===== src/rtl/ppm_pkg.sv =====
package ppm_pkg;
    // Reset values of the control bits this block holds
    localparam logic [7:0] P1_DIR_RST = 8'h00;
    localparam logic [7:0] P1_SEL_RST = 8'h00;
    localparam logic [7:0] P2_DIR_RST = 8'h00;
    localparam logic [7:0] P2_SEL_RST = 8'h40; // Crystal input selected on bit 6
    localparam logic [7:0] AE_RST = 8'h00;
    localparam logic EXT_R_RST = 1'b0;
    // Bit positions and the analog pin count
    localparam int P1_PIN = 7;
    localparam int XTAL_PIN = 6;
    localparam int ROSC_PIN = 5;
    localparam int ANALOG_PINS = 5;

    // Peripheral outputs toward the pins
    typedef struct packed {
        logic timer_compare_out_0;
        logic timer_compare_out_1;
        logic timer_compare_out_2;
        logic aux_clock;
        logic sub_main_clock;
    } ppm_periph_out_s;

    // Pin-derived signals toward peripherals
    typedef struct packed {
        logic timer_capture_in_0_alt;
        logic timer_capture_in_1_alt;
        logic timer_inverted_clock_in;
        logic crystal_input;
        logic [4:0] analog_connect;
        logic resistor_connect;
        logic crystal_connect;
        logic test_data_in;
    } ppm_periph_in_s;
endpackage : ppm_pkg


===== src/rtl/ppm_port_pin_mux.sv =====
`timescale 1ns/100ps
// Contract
// [RULE1] P1.7 plain I/O when select and test off
// [RULE2] P1.7 direction and select set: compare 2
// [RULE3] Test mode gives P1.7 to test logic
// [RULE4] Pins reset into plain I/O, except P2.6
// [RULE5] P2.0 select and direction: auxiliary clock out
// [RULE6] P2.2 select: capture 0 in or compare 0
// [RULE7] P2.0-4 analog enable overrides direction and select
// [RULE8] Analog enable kills output driver and input
// [RULE9] P2.1 select: inverted clock in or sub-main clock
// [RULE10] P2.3 select: capture 1 or compare 1
// [RULE11] P2.4 select and direction: compare 2
// [RULE12] P2.5 resistor select wins; else ground drive
// [RULE13] P2.5 select, direction 0: no function
// [RULE14] P2.6 select picks crystal input over I/O
// [RULE15] P2.6 resets to crystal input
// [RULE16] Pin drive follows selected function
module ppm_port_pin_mux (
    input wire logic clk, // 20 MHz system clock
    input wire logic nrst, // Asynchronous reset, active low
    input wire logic [7:0] port1_direction_bit, // Port-1 direction bits
    input wire logic [7:0] port1_function_select, // Port-1 select bits
    input wire logic [7:0] port2_direction_bit, // Port-2 direction bits
    input wire logic [7:0] port2_function_select, // Port-2 select bits
    input wire logic [7:0] analog_input_enable, // Analog enable per channel
    input wire logic external_resistor_select, // Resistor on P2.5
    input wire logic [7:0] port1_out, // Port-1 output data
    input wire logic [7:0] port2_out, // Port-2 output data
    input wire logic test_mode, // 4-wire test mode active
    input wire logic test_data_out, // Test data from test logic
    input wire logic test_data_oe, // Test logic drives P1.7
    input wire ppm_pkg::ppm_periph_out_s periph_out, // Peripheral outputs
    input wire logic p1_7_in, // P1.7 pin level
    input wire logic [6:0] p2_in, // P2.0-6 pin levels
    output logic p1_7_out, // P1.7 pin drive value
    output logic p1_7_oe, // P1.7 pin drive enable
    output logic [6:0] p2_out, // P2.0-6 pin drive values
    output logic [6:0] p2_oe, // P2.0-6 pin drive enables
    output logic p1_7_gpio_in, // Port-1 bit 7 input value
    output logic [6:0] p2_gpio_in, // Port-2 input values
    output ppm_pkg::ppm_periph_in_s periph_in // Signals to peripherals
);
    // Control bits are captured so that the pin function has a defined reset state
    logic [7:0] p1_dir_q, p1_sel_q, p2_dir_q, p2_sel_q, ae_q;
    logic ext_r_q, test_q;
    logic p1_7_s1_q, p1_7_s2_q;
    logic [6:0] p2_s1_q, p2_s2_q;
    logic p1_7_out_d, p1_7_oe_d, p1_7_gin_d;
    logic [6:0] p2_out_d, p2_oe_d, p2_gin_d;
    ppm_pkg::ppm_periph_in_s periph_in_d;

    // Register the control bits; reset puts P2.6 on the crystal
    always_ff @(posedge clk or negedge nrst) begin
        if (!nrst) begin
            p1_dir_q <= ppm_pkg::P1_DIR_RST; // RULE4
            p1_sel_q <= ppm_pkg::P1_SEL_RST;
            p2_dir_q <= ppm_pkg::P2_DIR_RST;
            p2_sel_q <= ppm_pkg::P2_SEL_RST; // RULE15
            ae_q <= ppm_pkg::AE_RST;
            ext_r_q <= ppm_pkg::EXT_R_RST;
            test_q <= 1'b0;
        end else begin
            p1_dir_q <= port1_direction_bit;
            p1_sel_q <= port1_function_select;
            p2_dir_q <= port2_direction_bit;
            p2_sel_q <= port2_function_select;
            ae_q <= analog_input_enable;
            ext_r_q <= external_resistor_select;
            test_q <= test_mode;
        end
    end

    // Two-stage synchronisers on the pin levels
    always_ff @(posedge clk or negedge nrst) begin
        if (!nrst) begin
            p1_7_s1_q <= 1'b0;
            p1_7_s2_q <= 1'b0;
            p2_s1_q <= 7'h00;
            p2_s2_q <= 7'h00;
        end else begin
            p1_7_s1_q <= p1_7_in;
            p1_7_s2_q <= p1_7_s1_q;
            p2_s1_q <= p2_in;
            p2_s2_q <= p2_s1_q;
        end
    end

    // Port-1 bit 7 function choice; test mode overrides everything
    always_comb begin
        p1_7_out_d = port1_out[ppm_pkg::P1_PIN]; // RULE1
        p1_7_oe_d = p1_dir_q[ppm_pkg::P1_PIN]; // RULE1
        p1_7_gin_d = p1_7_s2_q;
        if (test_q) begin
            p1_7_out_d = test_data_out; // RULE3
            p1_7_oe_d = test_data_oe; // RULE3
            p1_7_gin_d = 1'b0;
        end else if (p1_sel_q[ppm_pkg::P1_PIN]) begin
            // Select with direction 0 has no input function: stay undriven
            p1_7_out_d = periph_out.timer_compare_out_2; // RULE2
            p1_7_oe_d = p1_dir_q[ppm_pkg::P1_PIN]; // RULE2
        end
    end

    // Port-2 function choice per pin
    always_comb begin
        p2_out_d = port2_out[6:0];
        p2_oe_d = p2_dir_q[6:0] & ~p2_sel_q[6:0];
        p2_gin_d = p2_s2_q;
        periph_in_d = '0;
        // Selected peripheral outputs
        if (p2_sel_q[0]) p2_out_d[0] = periph_out.aux_clock; // RULE5
        if (p2_sel_q[0]) p2_oe_d[0] = p2_dir_q[0]; // RULE5
        if (p2_sel_q[1]) p2_out_d[1] = periph_out.sub_main_clock; // RULE9
        if (p2_sel_q[1]) p2_oe_d[1] = p2_dir_q[1]; // RULE9
        if (p2_sel_q[2]) p2_out_d[2] = periph_out.timer_compare_out_0; // RULE6
        if (p2_sel_q[2]) p2_oe_d[2] = p2_dir_q[2]; // RULE6
        if (p2_sel_q[3]) p2_out_d[3] = periph_out.timer_compare_out_1; // RULE10
        if (p2_sel_q[3]) p2_oe_d[3] = p2_dir_q[3]; // RULE10
        if (p2_sel_q[4]) p2_out_d[4] = periph_out.timer_compare_out_2; // RULE11
        if (p2_sel_q[4]) p2_oe_d[4] = p2_dir_q[4]; // RULE11
        // Ground drive on P2.5; direction 0 leaves it floating
        if (p2_sel_q[ppm_pkg::ROSC_PIN]) begin
            p2_out_d[ppm_pkg::ROSC_PIN] = 1'b0; // RULE12
            p2_oe_d[ppm_pkg::ROSC_PIN] = p2_dir_q[ppm_pkg::ROSC_PIN]; // RULE13
        end
        // Capture and clock inputs only when selected as inputs
        periph_in_d.timer_inverted_clock_in = p2_sel_q[1] & ~p2_dir_q[1] & p2_s2_q[1]; // RULE9
        periph_in_d.timer_capture_in_0_alt = p2_sel_q[2] & ~p2_dir_q[2] & p2_s2_q[2]; // RULE6
        periph_in_d.timer_capture_in_1_alt = p2_sel_q[3] & ~p2_dir_q[3] & p2_s2_q[3]; // RULE10
        // Crystal input ignores direction
        if (p2_sel_q[ppm_pkg::XTAL_PIN]) begin
            p2_oe_d[ppm_pkg::XTAL_PIN] = 1'b0; // RULE14
            periph_in_d.crystal_connect = 1'b1; // RULE14
            periph_in_d.crystal_input = p2_s2_q[ppm_pkg::XTAL_PIN]; // RULE14
        end
        // Resistor select wins over direction and select
        if (ext_r_q) begin
            p2_oe_d[ppm_pkg::ROSC_PIN] = 1'b0; // RULE12
            periph_in_d.resistor_connect = 1'b1; // RULE12
            p2_gin_d[ppm_pkg::ROSC_PIN] = 1'b0;
        end
        // Analog last so it overrides; driver and input buffer both blocked
        for (int i = 0; i < ppm_pkg::ANALOG_PINS; i++) begin
            if (ae_q[i]) begin
                p2_oe_d[i] = 1'b0; // RULE8
                p2_gin_d[i] = 1'b0; // RULE8
                periph_in_d.analog_connect[i] = 1'b1; // RULE7
            end
        end
        if (periph_in_d.analog_connect[2]) periph_in_d.timer_capture_in_0_alt = 1'b0;
        if (periph_in_d.analog_connect[3]) periph_in_d.timer_capture_in_1_alt = 1'b0;
        if (periph_in_d.analog_connect[1]) periph_in_d.timer_inverted_clock_in = 1'b0;
        periph_in_d.test_data_in = test_q & p1_7_s2_q;
    end

    // Outputs registered straight from flip-flops, one cycle after the controls
    always_ff @(posedge clk or negedge nrst) begin
        if (!nrst) begin
            p1_7_out <= 1'b0;
            p1_7_oe <= 1'b0;
            p2_out <= 7'h00;
            p2_oe <= 7'h00;
            p1_7_gpio_in <= 1'b0;
            p2_gpio_in <= 7'h00;
            periph_in <= '0;
        end else begin
            p1_7_out <= p1_7_out_d; // RULE16
            p1_7_oe <= p1_7_oe_d; // RULE16
            p2_out <= p2_out_d; // RULE16
            p2_oe <= p2_oe_d; // RULE16
            p1_7_gpio_in <= p1_7_gin_d;
            p2_gpio_in <= p2_gin_d;
            periph_in <= periph_in_d;
        end
    end
endmodule : ppm_port_pin_mux


===== config.mk =====
export PLATFORM = sky130hd
export DESIGN_NAME = ppm_port_pin_mux
export DESIGN_NICKNAME = d
export VERILOG_FILES = /design/src/rtl/ppm_pkg.sv /design/src/rtl/ppm_port_pin_mux.sv
export SDC_FILE = /design/constraint.sdc
export NUM_CORES = 1
export LEC_CHECK = 0
export BUFFER_PORTS_ARGS = -buffer_cell sky130_fd_sc_hd__buf_2
export CAP_MARGIN = 30
export CORE_ASPECT_RATIO = 1.4
export CORE_UTILIZATION = 47
export CTS_CLUSTER_DIAMETER = 60
export DETAILED_ROUTE_END_ITERATION = 10
export PLACE_DENSITY = 0.83
export SYNTH_ARGS = -nofsm -noshare
export SYNTH_HDL_FRONTEND = slang
export SYNTH_SLANG_ARGS = --single-unit
export TNS_END_PERCENT = 1

===== constraint.sdc =====
create_clock -name clk -period 1.92 [get_ports clk]
set_input_delay 0.192 -clock clk [delete_from_list [all_inputs] [get_ports clk]]
set_output_delay 0.192 -clock clk [all_outputs]
set_load 0.02 [all_outputs]

==> results.md <==
* Status: completed
* Final WS setup at 0.856 ns
* All-Layer GR Usage at 0.173
* R2R Path End: p1_7_oe
* Cell taking the most area after synthesis: dfrtp_1
* Port buffer count at 83
* Core area at 4270 um2
* Crit path launch type: flip-flop
* Worst-Margin Slew at 0.529 ns
* Top-Level Pins at 111
* CTS buffer count at 9
* Maximum clock insertion buffer count at 2
* Layout Nets at 308
* Area contributors post-synth: dfrtp_1 88%, nor2b_1 3.3%, mux2_2 2.7%
* Synth top area share at 0.877
* Power Dens Cells at 996 nW/um2
* Tmin final at 1.06 ns
* Crit share post-route at 0.554
* GR Layer Usage met3 at 0.0510
* Final Skew at 0.00370 ns
* Crit Path Class: flip-flop to output port
* Fin. Hold Viols at 0
* Routed WL at 3640 um
* RSZ-0062 raised after global routing: no
* Setup Buffers After CTS at 0
* FF+latch area at 1880 um2
* Sequential share of the synthesized area at 0.889
* Vias post-DR at 1,269
* R2r setup slk at 1.08 ns
* RD Place Congestion at 0.700
* Endpoints failing setup at 0
* Starting density of the core at 0.494
* Clock sink count at 75
* Top_reg_cell synth: dfrtp_1
* Filler cell count at 273
* Routed Antenna Nets at 0
* Netlist Area Pre-Place at 2110 um2
* First-pass GRT wire length at 5660 um
* Maxcap violations at 0
* Achievable frequency at 940 MHz
* Setup TNS Final at 0 ns
* Top cells by count, synth: 74 x dfrtp_1, 11 x nor2b_1, 5 x mux2_2
* TritonCTS clock tree: yes
* Slew Limit Fails at 0
* Rows at 28
* EDFF count, synth at 0
* DR pass1 iterations at 5
* Worst-Skew Late Latency at 0.33 ns
* Worst-path cell chain: buf_2
* Largest net degree at the start of global routing at 47
* H-Tree Level Count at 3
* Clock-pin slew on the worst setup and hold paths at 0.07 ns
* Top delay family on crit path: flip-flops
* Synthesis-stage register bit count at 75
* 1st-iter DRT viols at 15
* Number of remaining DRC errors at 0
* Post-cts resize count at 0
* WP depth at 1
* Vert. Die Dim at 81.3 um
* Critical Path Sink: p2_out[6]
* Maximum vdd drop at 0.000628 V
* P&R area growth vs syn at 49.3%
* Average size of a mapped cell at 20.3 um2
* Async set-reset flop share out of synthesis at 1.00
* Net Count, Synth at 179
* Final global-route overflow total at 0
* Leakage at 1.60 nW
* Drt wl/cell at 12.2 um
* Most common cell in the synthesized netlist: dfrtp_1
* Synth unique cells at 13
* CTS Root Cell: clkbuf_8
* Worst EP arrival at 0.87 ns
* Global route hottest layer: met2
* Critical Path RT at 1.73 ns
* Vias/cell at 4.26
* Cells after Synth at 104
* Hold crit path type: input port to flip-flop
* CP max FO at 1
* Crit-path slowest cell: dfrtp_1
* Die ar. at 4770 um2
* Antenna violations before repair at 0
* Share of cells above drive strength 1 at 0.471
* Vias in the first global route at 1,319
* Worst path bufs/invs at 1
* Multi-input gate area at 234 um2
* Yosys warnings at 0
* Place WS at 1.01 ns
* Max stage delay on crit path at 0.37 ns
* Met1 Use GR at 0.157
* # hold bufs at CTS at 33
* Die Width at 58.7 um
* Final HPWL DP at 2240 um
* CP startpoint: p2_out[6]
* Critical path capture point type: output port
* Met2 Use GR at 0.321
* FF-to-FF Start: test_q
* R2r worst-path depth at 1
* Slew headroom at 0.647
* # diodes at 0
==> kinds of logic (layout without fill, tap and decap cells) <==
family	after synthesis	count (layout)	synth area share
flip-flops	75	75	0.889
AND/OR/NAND/NOR	21	21	0.0699
multiplexers	7	7	0.0385
AO/OA/AOI/OAI	1	1	0.00237
buffers and inverters	0	134	0
==> power by group <==
part           internal, W  total, W  switching [W]  leakage [nW]
clock network     0.000670   0.00119       0.000524         0.106
logic             0.000131  0.000260       0.000129         0.597
registers          0.00166   0.00169      0.0000264         0.900
==> sequential cells by signal, indices dropped and copies added (netlist names) <==
register / count
ae_q: 5
ext_r_q: 1
p1_7_gpio_in: 1
p1_7_oe: 1
p1_7_out: 1
p1_7_s1_q: 1
p1_7_s2_q: 1
p1_dir_q: 1
p1_sel_q: 1
p2_dir_q: 7
p2_gpio_in: 7
p2_oe: 7
p2_out: 7
p2_s1_q: 7
p2_s2_q: 7
p2_sel_q: 7
periph_in: 12
test_q: 1
==> stage by stage <==
step                hold slack [ns]  total power [W]  utilization  instances  area [um2]
floorplan                    -0.104          0.00180            -        104        2110
global placement              0.208          0.00192        0.613        249        2620
finish                       0.0767          0.00314        0.738        298        3150
CTS                          0.0636          0.00316        0.738        298        3150
global route                 0.0881          0.00325        0.738        298        3150
detailed placement            0.214          0.00193        0.613        249        2620
==> cell usage in the layout, fill, tap and decap left out, types with 2 or more instances in the layout <==
cell type | synthesis | final
buf_2 | 0 | 82
dfrtp_1 | 74 | 74
dlygate4sd3_1 | 0 | 33
nor2b_1 | 11 | 11
clkbuf_8 | 0 | 11
mux2_2 | 5 | 5
nor2b_2 | 3 | 3
and3b_1 | 3 | 3
buf_4 | 0 | 3
clkinv_2 | 0 | 2
==> final cells by class <==
class	count	area share
Sequential cell	75	0.595
Timing Repair Buffer	118	0.242
Multi-Input combinational cell	29	0.0742
Clock inverter	4	0.0155
Clock buffer	12	0.0492
Tap cell	60	0.0238
==> how the worst min path moves through the flow <==
stage | endpoint | start | slack (ns) | depth (start not counted)
after floorplan | ae_q[0] | nrst | -0.10 | 0
after global placement | periph_in[11] | nrst | 0.21 | 1
after detailed placement | periph_in[11] | nrst | 0.21 | 1
after CTS | p1_7_out | test_data_out | 0.06 | 3
after global routing | p2_out[1] | periph_out[0] | 0.09 | 2
final | p1_7_out | test_data_out | 0.08 | 3
==> routing by layer <==
metal | vias to the layer above | share of wire
met5 | - | 0
met2 | 64 | 0.58
li1 | 586 | -
met3 | 13 | 0.053
met4 | 0 | 0.032
met1 | 606 | 0.33
(Power assumes the default switching activity.)
